`src/verilog/dma_pkg.sv`:
```
// Purpose: shared constants and types for the single-channel transfer/search engine
// Assumes: 8-bit data, 16-bit addresses and block length
// Notes:   operation, transfer direction and address modes are encoded here
package dma_pkg;

   localparam int ADDR_W = 16;
   localparam int DATA_W = 8;
   localparam int LEN_W  = 16;
   localparam int FIFO_DEPTH = 16;

   localparam logic [ADDR_W-1:0] ADDR_RST  = 16'h0000;
   localparam logic [LEN_W-1:0]  COUNT_RST = 16'h0000;
   localparam logic [LEN_W-1:0]  COUNT_ONE = 16'h0001;
   localparam logic [DATA_W-1:0] DATA_RST  = 8'h00;

   // per-port address mode
   typedef enum logic [1:0] {
      ADDR_INC   = 2'h0,
      ADDR_DEC   = 2'h1,
      ADDR_FIXED = 2'h2
   } addr_mode_t;

   // operation class
   typedef enum logic [1:0] {
      OP_TRANSFER = 2'h0,
      OP_SEARCH   = 2'h1,
      OP_BOTH     = 2'h2
   } op_class_t;

   // transfer direction
   typedef enum logic [1:0] {
      DIR_MEM_MEM = 2'h0,
      DIR_MEM_IO  = 2'h1,
      DIR_IO_MEM  = 2'h2
   } dir_t;

endpackage

```
`src/verilog/byte_fifo.sv`:
```
// Purpose: synchronous flip-flop FIFO between the read and write phases
// Assumes: single clock, synchronous active-high reset
// Notes:   full and empty come straight from the occupancy count
`timescale 1ns/1ps
module byte_fifo #(
   parameter int WIDTH = 8,
   parameter int DEPTH = 16
) (
   // clock and reset
   input  wire logic             clk_in,
   input  wire logic             sys_rst_in,
   // fill side
   input  wire logic             in_valid_in,
   output logic                  in_ready_out,
   input  wire logic [WIDTH-1:0] in_data_in,
   // drain side
   output logic                  out_valid_out,
   input  wire logic             out_ready_in,
   output logic      [WIDTH-1:0] out_data_out,
   // flush
   input  wire logic             flush_in
);
   localparam int PTR_W = $clog2(DEPTH);
   localparam int CNT_W = $clog2(DEPTH + 1);

   logic [WIDTH-1:0] mem_q [DEPTH];
   logic [PTR_W-1:0] wr_ptr_q;
   logic [PTR_W-1:0] rd_ptr_q;
   logic [CNT_W-1:0] count_q;
   logic             push;
   logic             pop;

   assign in_ready_out  = (count_q != CNT_W'(DEPTH));
   assign out_valid_out = (count_q != '0);
   assign out_data_out  = mem_q[rd_ptr_q];
   assign push          = in_valid_in && in_ready_out;
   assign pop           = out_valid_out && out_ready_in;

   always_ff @(posedge clk_in) begin
      if (push) begin
         mem_q[wr_ptr_q] <= in_data_in;
      end
   end

   always_ff @(posedge clk_in) begin
      if (sys_rst_in || flush_in) begin
         wr_ptr_q <= '0;
         rd_ptr_q <= '0;
         count_q  <= '0;
      end else begin
         if (push) begin
            wr_ptr_q <= (wr_ptr_q == PTR_W'(DEPTH - 1)) ? '0 : wr_ptr_q + 1'b1;
         end
         if (pop) begin
            rd_ptr_q <= (rd_ptr_q == PTR_W'(DEPTH - 1)) ? '0 : rd_ptr_q + 1'b1;
         end
         if (push && !pop) begin
            count_q <= count_q + 1'b1;
         end else if (pop && !push) begin
            count_q <= count_q - 1'b1;
         end
      end
   end
endmodule

```
`src/verilog/dma_channel.sv`:
```
// Purpose: single-channel block transfer and byte-search engine with bus mastering
// Assumes: host writes start addresses and length before enable; one clock domain
// Notes:   sequential mode buffers read bytes in a FIFO before the write phase
//
// Functional notes
// - Moves blocks memory to memory, memory to I/O, or I/O to memory in one channel.
// - Searches bytes for a pattern, alone without writes or alongside a transfer.
// - Each moved byte steps the port address up, down or not at all per that port's address mode.
// - A byte counter starts at zero and counts up to the programmed block length.
// - Data moves only while the channel is enabled and the peripheral ready is active.
// - After the whole block the engine notifies the host and releases the bus in the same cycle.
// - Sequential transfers drive source addresses for a run of up to 16 reads, then destination addresses; flyby drives only the memory-side address.
// - One channel holds address and byte counting, bus control and sequencing.
// - Each byte entering the data register is compared to a match byte under a mask, except in a plain transfer (OP_TRANSFER).
// - Sequential transfer reads a byte into the engine, then writes it in a later cycle.
// - Simultaneous transfer asserts read and write strobes together in one cycle.
// - Each port has its own address mode: up, down or fixed.
// - A sixteen-bit length count expresses blocks up to 64K-1 bytes.
`timescale 1ns/1ps
module dma_channel
   import dma_pkg::*;
#(
   parameter int FIFO_W = DATA_W,
   parameter int FIFO_D = FIFO_DEPTH
) (
   // clock and reset
   input  wire logic                   clk_in,
   input  wire logic                   sys_rst_in,
   // programming (static while enabled)
   input  wire logic                   enable_in,
   input  wire dma_pkg::dir_t          dir_in,
   input  wire dma_pkg::op_class_t     op_in,
   input  wire logic                   flyby_in,
   input  wire logic [dma_pkg::ADDR_W-1:0] src_addr_in,
   input  wire logic [dma_pkg::ADDR_W-1:0] dst_addr_in,
   input  wire dma_pkg::addr_mode_t    src_mode_in,
   input  wire dma_pkg::addr_mode_t    dst_mode_in,
   input  wire logic [dma_pkg::LEN_W-1:0]  block_len_in,
   input  wire logic [dma_pkg::DATA_W-1:0] match_byte_in,
   input  wire logic [dma_pkg::DATA_W-1:0] match_mask_in,
   // peripheral and host handshake pins
   input  wire logic                   periph_ready_in,
   input  wire logic                   bus_grant_in,
   output logic                        bus_req_out,
   output logic                        done_out,
   output logic                        match_out,
   output logic                        busy_out,
   output logic [dma_pkg::LEN_W-1:0]   count_out,
   // system bus (address/control driven while granted)
   output logic [dma_pkg::ADDR_W-1:0]  addr_out,
   output logic                        addr_oe_out,
   output logic                        mem_rd_out,
   output logic                        mem_wr_out,
   output logic                        io_rd_out,
   output logic                        io_wr_out,
   input  wire logic [dma_pkg::DATA_W-1:0] data_in,
   output logic [dma_pkg::DATA_W-1:0]  data_out,
   output logic                        data_oe_out
);
   import dma_pkg::*;

   // ------------------------------------------------------------------
   // state and storage
   // ------------------------------------------------------------------
   typedef enum logic [2:0] {
      ST_IDLE,
      ST_REQ,
      ST_READ,
      ST_WRITE,
      ST_FLY,
      ST_DONE
   } state_t;

   state_t            state_q;
   state_t            state_d;
   logic [ADDR_W-1:0] src_q;
   logic [ADDR_W-1:0] dst_q;
   logic [LEN_W-1:0]  rd_cnt_q;
   logic [LEN_W-1:0]  wr_cnt_q;
   logic [DATA_W-1:0] data_reg_q;
   logic              match_q;
   logic              load_q;
   logic              done_q;
   logic              ready_s1_q;
   logic              ready_s2_q;
   logic              grant_s1_q;
   logic              grant_s2_q;

   logic              fifo_in_ready;
   logic              fifo_out_valid;
   logic [DATA_W-1:0] fifo_out_data;
   logic              fifo_push;
   logic              fifo_pop;
   logic              fifo_flush;
   logic              do_write;
   logic              src_is_mem;
   logic              dst_is_mem;
   logic              rd_left;
   logic              wr_left;
   logic              go;

   // ------------------------------------------------------------------
   // pin synchronisers
   // ------------------------------------------------------------------
   always_ff @(posedge clk_in) begin
      if (sys_rst_in) begin
         ready_s1_q <= 1'b0;
         ready_s2_q <= 1'b0;
         grant_s1_q <= 1'b0;
         grant_s2_q <= 1'b0;
      end else begin
         ready_s1_q <= periph_ready_in;
         ready_s2_q <= ready_s1_q;
         grant_s1_q <= bus_grant_in;
         grant_s2_q <= grant_s1_q;
      end
   end

   // ------------------------------------------------------------------
   // decode
   // ------------------------------------------------------------------
   assign src_is_mem = (dir_in != DIR_IO_MEM);
   assign dst_is_mem = (dir_in != DIR_MEM_IO);
   assign do_write   = (op_in != OP_SEARCH);
   // a zero length never starts; limits blocks to 64K-1 with a 16-bit count
   assign rd_left    = (rd_cnt_q != block_len_in);
   assign wr_left    = (wr_cnt_q != block_len_in);
   assign go         = enable_in && ready_s2_q;
   assign fifo_push  = (state_q == ST_READ) && do_write && go && rd_left && fifo_in_ready;
   assign fifo_pop   = (state_q == ST_WRITE) && go && fifo_out_valid;
   assign fifo_flush = (state_q == ST_IDLE);

   // ------------------------------------------------------------------
   // sequencer
   // ------------------------------------------------------------------
   always_comb begin
      state_d = state_q;
      case (state_q)
         ST_IDLE: begin
            if (enable_in && block_len_in != COUNT_RST) begin
               state_d = ST_REQ;
            end
         end
         ST_REQ: begin
            if (grant_s2_q && go) begin
               state_d = (flyby_in && dir_in != DIR_MEM_MEM && do_write) ? ST_FLY : ST_READ;
            end
         end
         ST_READ: begin
            // move to the write phase when the buffer fills or reading ends
            if (!rd_left || (do_write && !fifo_in_ready)) begin
               state_d = do_write ? ST_WRITE : ST_DONE;
            end
         end
         ST_WRITE: begin
            if (!fifo_out_valid) begin
               state_d = (wr_left) ? ST_READ : ST_DONE;
            end
         end
         ST_FLY: begin
            if (!rd_left) begin
               state_d = ST_DONE;
            end
         end
         ST_DONE: begin
            if (!enable_in) begin
               state_d = ST_IDLE;
            end
         end
         default: state_d = ST_IDLE;
      endcase
   end

   always_ff @(posedge clk_in) begin
      if (sys_rst_in) begin
         state_q <= ST_IDLE;
      end else begin
         state_q <= state_d;
      end
   end

   // ------------------------------------------------------------------
   // address and byte counters
   // ------------------------------------------------------------------
   function automatic logic [ADDR_W-1:0] step(input logic [ADDR_W-1:0] a,
                                               input addr_mode_t m);
      case (m)
         ADDR_INC: step = a + ADDR_W'(1);
         ADDR_DEC: step = a - ADDR_W'(1);
         default:  step = a;
      endcase
   endfunction

   logic rd_beat;
   logic fly_beat;
   assign rd_beat  = (state_q == ST_READ) && go && rd_left && (!do_write || fifo_in_ready);
   assign fly_beat = (state_q == ST_FLY) && go && rd_left;

   always_ff @(posedge clk_in) begin
      if (sys_rst_in) begin
         src_q    <= ADDR_RST;
         dst_q    <= ADDR_RST;
         rd_cnt_q <= COUNT_RST;
         wr_cnt_q <= COUNT_RST;
      end else if (state_q == ST_IDLE) begin
         src_q    <= src_addr_in;
         dst_q    <= dst_addr_in;
         rd_cnt_q <= COUNT_RST;
         wr_cnt_q <= COUNT_RST;
      end else begin
         if (rd_beat || fly_beat) begin
            src_q    <= step(src_q, src_mode_in);
            rd_cnt_q <= rd_cnt_q + COUNT_ONE;
         end
         if (fifo_pop || fly_beat) begin
            dst_q    <= step(dst_q, dst_mode_in);
            wr_cnt_q <= wr_cnt_q + COUNT_ONE;
         end
      end
   end

   // ------------------------------------------------------------------
   // data register and masked compare
   // ------------------------------------------------------------------
   always_ff @(posedge clk_in) begin
      if (sys_rst_in) begin
         data_reg_q <= DATA_RST;
         load_q     <= 1'b0;
         match_q    <= 1'b0;
      end else if (state_q == ST_IDLE) begin
         load_q  <= 1'b0;
         match_q <= 1'b0;
      end else begin
         // compare the registered byte a cycle later, off the bus timing path
         load_q <= rd_beat || fly_beat;
         if (rd_beat || fly_beat) begin
            data_reg_q <= data_in;
         end
         // mask bit set means ignore that bit
         if (load_q && op_in != OP_TRANSFER &&
             ((data_reg_q ^ match_byte_in) & ~match_mask_in) == DATA_RST) begin
            match_q <= 1'b1;
         end
      end
   end

   always_ff @(posedge clk_in) begin
      if (sys_rst_in) begin
         done_q <= 1'b0;
      end else begin
         done_q <= (state_d == ST_DONE);
      end
   end

   // ------------------------------------------------------------------
   // bus outputs
   // ------------------------------------------------------------------
   logic owns_bus;
   assign owns_bus = grant_s2_q &&
                     (state_q == ST_READ || state_q == ST_WRITE || state_q == ST_FLY);

   // request drops in the cycle done rises, so the bus is handed back with the notify
   assign bus_req_out = (state_q == ST_REQ) || owns_bus;
   assign done_out    = done_q;
   assign match_out   = match_q;
   assign busy_out    = (state_q != ST_IDLE) && (state_q != ST_DONE);
   assign count_out   = wr_cnt_q;
   assign addr_oe_out = owns_bus;
   always_comb begin
      addr_out = src_q;
      if (state_q == ST_WRITE) begin
         addr_out = dst_q;
      end else if (state_q == ST_FLY) begin
         addr_out = src_is_mem ? src_q : dst_q;
      end
   end
   assign mem_rd_out  = owns_bus && ((rd_beat && src_is_mem) || (fly_beat && src_is_mem));
   assign io_rd_out   = owns_bus && ((rd_beat && !src_is_mem) || (fly_beat && !src_is_mem));
   assign mem_wr_out  = owns_bus && ((fifo_pop && dst_is_mem) || (fly_beat && dst_is_mem));
   assign io_wr_out   = owns_bus && ((fifo_pop && !dst_is_mem) || (fly_beat && !dst_is_mem));
   assign data_out    = fifo_out_data;
   assign data_oe_out = owns_bus && (state_q == ST_WRITE) && fifo_out_valid;

   // ------------------------------------------------------------------
   // read-to-write buffer
   // ------------------------------------------------------------------
   byte_fifo #(
      .WIDTH (FIFO_W),
      .DEPTH (FIFO_D)
   ) u_fifo (
      .clk_in        (clk_in),
      .sys_rst_in    (sys_rst_in),
      .in_valid_in   (fifo_push),
      .in_ready_out  (fifo_in_ready),
      .in_data_in    (data_in),
      .out_valid_out (fifo_out_valid),
      .out_ready_in  (fifo_pop),
      .out_data_out  (fifo_out_data),
      .flush_in      (fifo_flush)
   );
endmodule

```
`config.mk`:
```
export PLATFORM = sky130hd
export DESIGN_NAME = dma_channel
export DESIGN_NICKNAME = d
export VERILOG_FILES = /design/src/verilog/dma_pkg.sv /design/src/verilog/byte_fifo.sv /design/src/verilog/dma_channel.sv
export SDC_FILE = /design/constraint.sdc
export NUM_CORES = 1
export LEC_CHECK = 0
export BUFFER_PORTS_ARGS = -buffer_cell sky130_fd_sc_hd__clkbuf_2
export CAP_MARGIN = 20
export CORE_MARGIN = 3
export CORE_UTILIZATION = 63
export DETAILED_ROUTE_END_ITERATION = 12
export PLACE_DENSITY = 0.85
export SETUP_SLACK_MARGIN = 0.15
export SLEW_MARGIN = 10
export SYNTH_ARGS = -nofsm -noshare
export SYNTH_HDL_FRONTEND = slang
export SYNTH_SLANG_ARGS = --single-unit
```
`constraint.sdc`:
```
create_clock -name clk_in -period 5.5 [get_ports clk_in]
set_clock_uncertainty 0.2 [all_clocks]
set_input_delay 0.55 -clock clk_in [delete_from_list [all_inputs] [get_ports clk_in]]
set_output_delay 0.55 -clock clk_in [all_outputs]
set_load 0.005 [all_outputs]
```
==> results of run 1 <==
-- power by group through the flow --
| stage | Combinational, mW | Sequential [mW] | Clock (mW) |
|---|---|---|---|
| 5_1_grt | 0.337 | 1.84 | 1.76 |
| 2_1_floorplan | 0.195 | 1.86 | 0 |
| 3_3_place_gp | 0.287 | 1.87 | 0 |
| 3_5_place_dp | 0.295 | 1.87 | 0 |
| 4_1_cts | 0.298 | 1.83 | 1.70 |
| 6_report | 0.302 | 1.84 | 1.67 |
-- worst max path at each step --
| stage | start | endpoint | slack [ns] | depth (start not counted) |
|---|---|---|---|---|
| after floorplan | dst_mode_in[1] | dst_q[14]$_SDFFE_PP0P_ | 2.34 | 11 |
| after global placement | dst_mode_in[1] | dst_q[14]$_SDFFE_PP0P_ | 1.86 | 12 |
| after detailed placement | dst_mode_in[1] | dst_q[6]$_SDFFE_PP0P_ | 1.78 | 12 |
| after CTS | u_fifo.count_q[2]$_SDFFE_PP0P_ | io_wr_out | 1.86 | 7 |
| after global routing | state_q[0]$_SDFF_PP0_ | u_fifo.count_q[4]$_SDFFE_PP0P_ | 1.60 | 12 |
| final | u_fifo.count_q[2]$_SDFFE_PP0P_ | io_wr_out | 1.83 | 7 |
-- cell usage in the layout (no fill, tap or decap), types with 3 or more instances in the layout --
| master | Yosys | layout |
|---|---|---|
| a21o_1 | 11 | 11 |
| edfxtp_1 | 128 | 128 |
| a41oi_1 | 4 | 4 |
| nand2b_1 | 7 | 7 |
| clkbuf_8 | 0 | 4 |
| or2_2 | 6 | 6 |
| a21oi_1 | 47 | 47 |
| nand2_1 | 75 | 75 |
| clkinv_2 | 0 | 6 |
| mux2i_1 | 23 | 23 |
| mux4_2 | 40 | 40 |
| nor2_1 | 105 | 105 |
| a311oi_1 | 8 | 8 |
| a31oi_1 | 7 | 7 |
| xor2_1 | 43 | 43 |
| nand3b_1 | 3 | 3 |
| xnor2_1 | 50 | 50 |
| nor3b_1 | 5 | 5 |
| inv_1 | 29 | 29 |
| o22ai_1 | 4 | 4 |
| o21ai_0 | 41 | 41 |
| a211oi_1 | 13 | 13 |
| o311ai_0 | 3 | 3 |
| ha_1 | 40 | 40 |
| fa_1 | 3 | 3 |
| o211ai_1 | 3 | 3 |
| or3_1 | 10 | 10 |
| nor2b_1 | 15 | 14 |
| nand4_1 | 15 | 15 |
| nand3_1 | 18 | 18 |
| clkbuf_16 | 0 | 26 |
| and3_1 | 9 | 9 |
| clkbuf_2 | 0 | 135 |
| o21a_1 | 4 | 4 |
| dfxtp_1 | 99 | 97 |
| mux2_2 | 14 | 14 |
| buf_4 | 3 | 9 |
| nor3_1 | 24 | 24 |
| nor4_1 | 11 | 11 |
-- layer usage --
metal  part of all wire [%]  vias up  GRT usage [%]
li1                       -     3914              -
met1                     41     3997           35.3
met2                     50      323           44.9
met3                    6.3       64           4.03
met4                    3.3        0           8.72
met5                      0        -              0
-- state kept, by name, summed over array words and instances, names as in the netlist, 3 cells and up, named ones only --
signal           flops
count_out           16
data_reg_q           8
dst_q               16
rd_cnt_q            16
src_q               16
state_q              3
u_fifo.count_q       5
u_fifo.mem_q       128
u_fifo.rd_ptr_q      4
u_fifo.wr_ptr_q      4
-- stage by stage --
step | cell area [um2] | power [mW] | worst slack (ns) | hold slack, ns
2_1_floorplan | 11400 | 2.06 | 2.34 | 0.214
3_3_place_gp | 12200 | 2.16 | 1.86 | 0.218
3_5_place_dp | 12200 | 2.17 | 1.78 | 0.225
4_1_cts | 13000 | 3.83 | 1.86 | 0.0342
5_1_grt | 13100 | 3.94 | 1.60 | 0.0512
6_report | 13100 | 3.81 | 1.83 | 0.0446
-- worst register-to-register path, delay by kind of cell, from the launching register on --
family	cells	cell delay, ns
DFF	1	0.58
xor gates and xnor gates	1	0.09
adders and majority gates	2	0.54
AOI/OAI and AO/OA	3	0.52
buffers and inverters	2	0.33
and+or+nand+nor	4	1.24
-- area by class of cell --
cell class | count | area, um2
Fill cell | 1142 | 4420
Clock buffer | 30 | 706
Sequential cell | 227 | 5830
Clock inverter | 12 | 130
Inverter | 29 | 109
Tap cell | 225 | 282
Multi-Input combinational cell | 693 | 5240
Timing Repair Buffer | 145 | 758
-- cell families (layout without fill, tap and decap cells) --
| kind of cell | Yosys count | after routing | share of synthesized area, % |
|---|---|---|---|
| AO/OA/AOI/OAI | 166 | 166 | 9.31 |
| XOR/XNOR | 93 | 93 | 7.17 |
| adder cells (fa/ha/maj) | 43 | 43 | 4.94 |
| buffers and inverters | 74 | 216 | 2.57 |
| flip-flops | 227 | 227 | 51.3 |
| multiplexers | 77 | 77 | 11.3 |
| AND/OR/NAND/NOR | 314 | 314 | 13.4 |
==> results.json, run 1 <==
{
  "antenna_found_initial": 0,
  "fin_util_pct": 74.7,
  "rrSetupSlack_ns": 1.92,
  "syn_nets": 1123,
  "slowest_stage": "nor4_1",
  "drive_above_1_share_pct": 22.5,
  "timing.final.crit_share_pct": 66.7,
  "stdcell_count": 1361,
  "cp.required_ns": 4.75,
  "die-area_um2": 19700,
  "start_util_pct": 65.0,
  "ys_seq_area_share_pct": 51.3,
  "finalHoldViolations": 0,
  "post_cts_buffers": 0,
  "switching_share_pct": 22.6,
  "nNetsFinal": 1248,
  "clk_pin_slew_ns": 0.06,
  "cts_sinks": 227,
  "power.leakage_nw": 4.77,
  "core_um2": 17500,
  "tightest_slew_ns": 1.02,
  "synth_area_leaders": "edfxtp_1, dfxtp_1, mux4_2",
  "gp_congestion": 0.944,
  "min_period_ns": 3.67,
  "power_frac_seq_pct": 48.2,
  "crit_chain": "nor4_1 > nor2b_1 > nor2_1 > a21oi_1 > nor2_1 > and3_1 > clkbuf_2",
  "cp_top_family": "simple AND/OR/NAND/NOR gates",
  "root_buffer": "clkbuf_16",
  "yosys.cell_count.top_type": "edfxtp_1",
  "switchingPower_mw": 0.862,
  "cts_hold_buffers": 0,
  "grt_pass1_wl_um": 42100,
  "status": "completed",
  "cts_tree": "built",
  "setup_viol": 0,
  "synth_area_um2": 11400,
  "slew_headroom_pct": 32.0,
  "yosys.area.top_type": "edfxtp_1",
  "drtIter0Drc": 564,
  "worstHoldEndpoint": "ready_s1_q$_SDFF_PP0_",
  "hold_path_class": "in2reg",
  "grt_start_max_net_pins": 52,
  "crit_top_cell": "nor2_1",
  "pin_count": 136,
  "syn_inst": 994,
  "min-delay-start": "periph_ready_in",
  "setup_tns_ns": 0,
  "clkPwrFrac_pct": 43.9,
  "clock_latency_ns": 0.52,
  "hold_path_depth": 2,
  "max_freq_ghz": 0.272,
  "powerDensity_nw_per_um2": 292,
  "ant_nets": 0,
  "cts.path.max_buffers": 3,
  "vias_per_cell": 6.10,
  "routed_wl_um": 26100,
  "cp.arrival_ns": 2.92,
  "end_kind": "primary output",
  "die_y_um": 140,
  "maxCapViolCount": 0,
  "cts-resized-gates": 0,
  "rr_endpoint": "u_fifo.count_q[4]$_SDFFE_PP0P_",
  "p_comb_share_pct": 7.9,
  "yosys.area.top_type_share_pct": 33.9,
  "yosysUniqueCellTypes": 64,
  "ir_drop_mv": 0.290,
  "cp_max_fo": 8,
  "die_w_um": 140,
  "syn_area_per_cell_um2": 11.4,
  "ys_warn_count": 0,
  "grtUsageTotal_pct": 26.5,
  "synth_async_sr_flop_share_pct": 0,
  "synth_edf_count": 128,
  "cts-buffers-inserted": 23,
  "crit_type": "reg2out",
  "io_buffers": 135,
  "p_int_mw": 2.95,
  "routedWlPerCell_um": 19.2,
  "yosys-top-cells-count": "edfxtp_1, nor2_1, dfxtp_1, nand2_1, xnor2_1",
  "dp_cells": 1317,
  "dp_hpwl_um": 18100,
  "critPathMaxStageDelay_ns": 0.54,
  "synthToLayoutAreaGrowth_pct": 15.0,
  "htreeDepth": 1,
  "vias": 8298,
  "final-max-slew-violation-count": 0,
  "grt_pass1_vias": 8323,
  "fp-row-count": 48,
  "ys.flop_type": "edfxtp_1",
  "reg2reg_depth": 12,
  "grt-ovfl-total": 0,
  "rsz0062_at_grt": "false",
  "ys_seq_elements": 227,
  "critPathBufInv": 1,
  "regToRegStartpoint": "state_q[0]$_SDFF_PP0_",
  "drc": 0,
  "dr.pass1.iters": 5,
  "start_kind": "flip-flop",
  "num_antenna_cells": 0
}
(Power assumes the default switching activity.)
==> run 2: changes to the inputs <==
--- a/config.mk
+++ b/config.mk
@@ -8,9 +8,9 @@
 export BUFFER_PORTS_ARGS = -buffer_cell sky130_fd_sc_hd__clkbuf_2
 export CAP_MARGIN = 20
 export CORE_MARGIN = 3
-export CORE_UTILIZATION = 63
+export CORE_UTILIZATION = 59
 export DETAILED_ROUTE_END_ITERATION = 12
-export PLACE_DENSITY = 0.85
+export PLACE_DENSITY = 0.81
 export SETUP_SLACK_MARGIN = 0.15
 export SLEW_MARGIN = 10
 export SYNTH_ARGS = -nofsm -noshare
==> constraint.sdc (replaced) <==
create_clock -name clk_in -period 3.6 [get_ports clk_in]
set_clock_uncertainty 0.2 [all_clocks]
set_input_delay 0.36 -clock clk_in [delete_from_list [all_inputs] [get_ports clk_in]]
set_output_delay 0.36 -clock clk_in [all_outputs]
set_load 0.005 [all_outputs]
==> run 2 against run 1 <==
  * Global-route usage fell by 0.69 points
  * Worst setup slack got worse by 1.5 ns
  * Cell area rose by 3.9%
  * Die area rose by 6.5%
==> results.json, run 2 (synthesized netlist as in run 1, its figures left out) <==
{
  "status": "completed",
  "critPathMaxStageDelay_ns": 0.72,
  "end_kind": "primary output",
  "switching_share_pct": 22.3,
  "ant_nets": 0,
  "timing.final.crit_share_pct": 92.0,
  "cts-buffers-inserted": 24,
  "switchingPower_mw": 1.30,
  "antenna_found_initial": 1,
  "grt_pass1_wl_um": 42400,
  "clock_latency_ns": 0.53,
  "root_buffer": "clkbuf_16",
  "maxCapViolCount": 0,
  "post_cts_buffers": 0,
  "ir_drop_mv": 0.322,
  "start_kind": "flip-flop",
  "power_frac_seq_pct": 47.9,
  "start_util_pct": 60.3,
  "grt_start_max_net_pins": 51,
  "cp_max_fo": 17,
  "stdcell_count": 1449,
  "setup_tns_ns": 0,
  "drtIter0Drc": 565,
  "grtUsageTotal_pct": 25.8,
  "dp_hpwl_um": 18400,
  "cp.required_ns": 3.04,
  "grt-ovfl-total": 0,
  "p_comb_share_pct": 8.5,
  "clk_pin_slew_ns": 0.06,
  "dr.pass1.iters": 7,
  "synthToLayoutAreaGrowth_pct": 19.5,
  "io_buffers": 135,
  "nNetsFinal": 1300,
  "fp-row-count": 50,
  "vias": 8414,
  "drc": 0,
  "htreeDepth": 1,
  "cp_top_family": "compound AO/OA/AOI/OAI gates",
  "core_um2": 18800,
  "die-area_um2": 20900,
  "routed_wl_um": 27100,
  "max_freq_ghz": 0.302,
  "largest_reg_flops": 128,
  "final-max-slew-violation-count": 0,
  "drive_above_1_share_pct": 22.9,
  "die_w_um": 145,
  "critPathBufInv": 1,
  "tightest_slew_ns": 0.886,
  "crit_chain": "nand2b_1 > nor2_1 > a22o_1 > mux2_2 > clkbuf_2",
  "cp.arrival_ns": 2.75,
  "slew_headroom_pct": 40.7,
  "powerDensity_nw_per_um2": 431,
  "crit_type": "reg2out",
  "rsz0062_at_grt": "true",
  "cts.path.max_buffers": 3,
  "grt_pass1_vias": 8000,
  "die_y_um": 145,
  "clkPwrFrac_pct": 43.6,
  "largest-register": "u_fifo.mem_q",
  "num_antenna_cells": 0,
  "slowest_stage": "a22o_1",
  "hold_path_class": "in2reg",
  "finalHoldViolations": 0,
  "setup_viol": 0,
  "routedWlPerCell_um": 18.7,
  "min_period_ns": 3.31,
  "gp_congestion": 0.966,
  "mostFrequentLayoutCells": "clkbuf_2, edfxtp_1, nor2_1",
  "p_int_mw": 4.54,
  "vias_per_cell": 5.81,
  "final_common_cell": "clkbuf_2",
  "cts_sinks": 227,
  "dp_cells": 1373,
  "pin_count": 136,
  "power.leakage_nw": 5.00,
  "cts_tree": "built"
}
## run 2: path summary, 6_finish.rpt
check	from	to	slack [ns]	cells after the start
min	src_addr_in[8]	src_q[8]$_SDFFE_PP0P_	0.02	3
min reg2reg	ready_s1_q$_SDFF_PP0_	ready_s2_q$_SDFF_PP0_	0.24	1
max	state_q[1]$_SDFF_PP0_	addr_out[8]	0.29	5
max reg2reg	rd_cnt_q[0]$_SDFFE_PP0P_	u_fifo.count_q[4]$_SDFFE_PP0P_	0.39	13
## run 2: cell type report
cell class	count	area, um2
Sequential cell	227	5830
Fill cell	1271	5270
Multi-Input combinational cell	693	5250
Timing Repair Buffer	196	1220
Clock buffer	35	726
Tap cell	260	325
Inverter	29	109
Clock inverter	9	108
## run 2: metal layers
layer | share of wire, % | up-vias | track usage [%] | wire length, um
met5 | 0.055 | - | 0 | 15
met3 | 6.0 | 42 | 3.58 | 1620
met2 | 50 | 294 | 45.0 | 13600
li1 | - | 4027 | - | -
met4 | 1.8 | 2 | 5.79 | 485
met1 | 42 | 4049 | 34.6 | 11400
## run 2: what timing repair did
| action | 4_1_cts | 5_1_grt |
|---|---|---|
| resized for setup | 0 | 1 |
| setup endpoints to repair | 0 | 18 |
| hold buffers | 31 | 0 |
| endpoints found under the hold margin | 31 | 0 |
## run 2: worst register-to-register path, delay by kind of cell, from the launching register on
kind	cells	cell delay (ns)
buffers and inverters	1	0.14
AND/OR/NAND/NOR	4	1.05
XOR/XNOR	2	0.28
flip-flops	1	0.38
AO/OA/AOI/OAI	4	0.56
adder cells (fa/ha/maj)	2	0.54
## run 2: power by group through the flow
stage / clock network [mW] / logic (mW) / registers [mW]
after detailed placement: 0 / 0.459 / 2.85
final: 2.55 / 0.494 / 2.80
after global placement: 0 / 0.449 / 2.85
after CTS: 2.58 / 0.488 / 2.80
after floorplan: 0 / 0.298 / 2.84
after global routing: 2.68 / 0.550 / 2.80
## run 2: per-stage QoR
step | setup WS, ns | util, % | hold WS [ns] | area, um2 | total power [mW]
2_1_floorplan | 0.609 | - | 0.214 | 11400 | 3.14
5_1_grt | 0.0793 | 72.0 | 0.0204 | 13600 | 6.03
6_report | 0.289 | 72.0 | 0.0198 | 13600 | 5.84
3_3_place_gp | 0.389 | 65.9 | 0.223 | 12400 | 3.30
4_1_cts | 0.169 | 72.0 | 0.00456 | 13600 | 5.87
3_5_place_dp | 0.269 | 65.9 | 0.234 | 12400 | 3.31
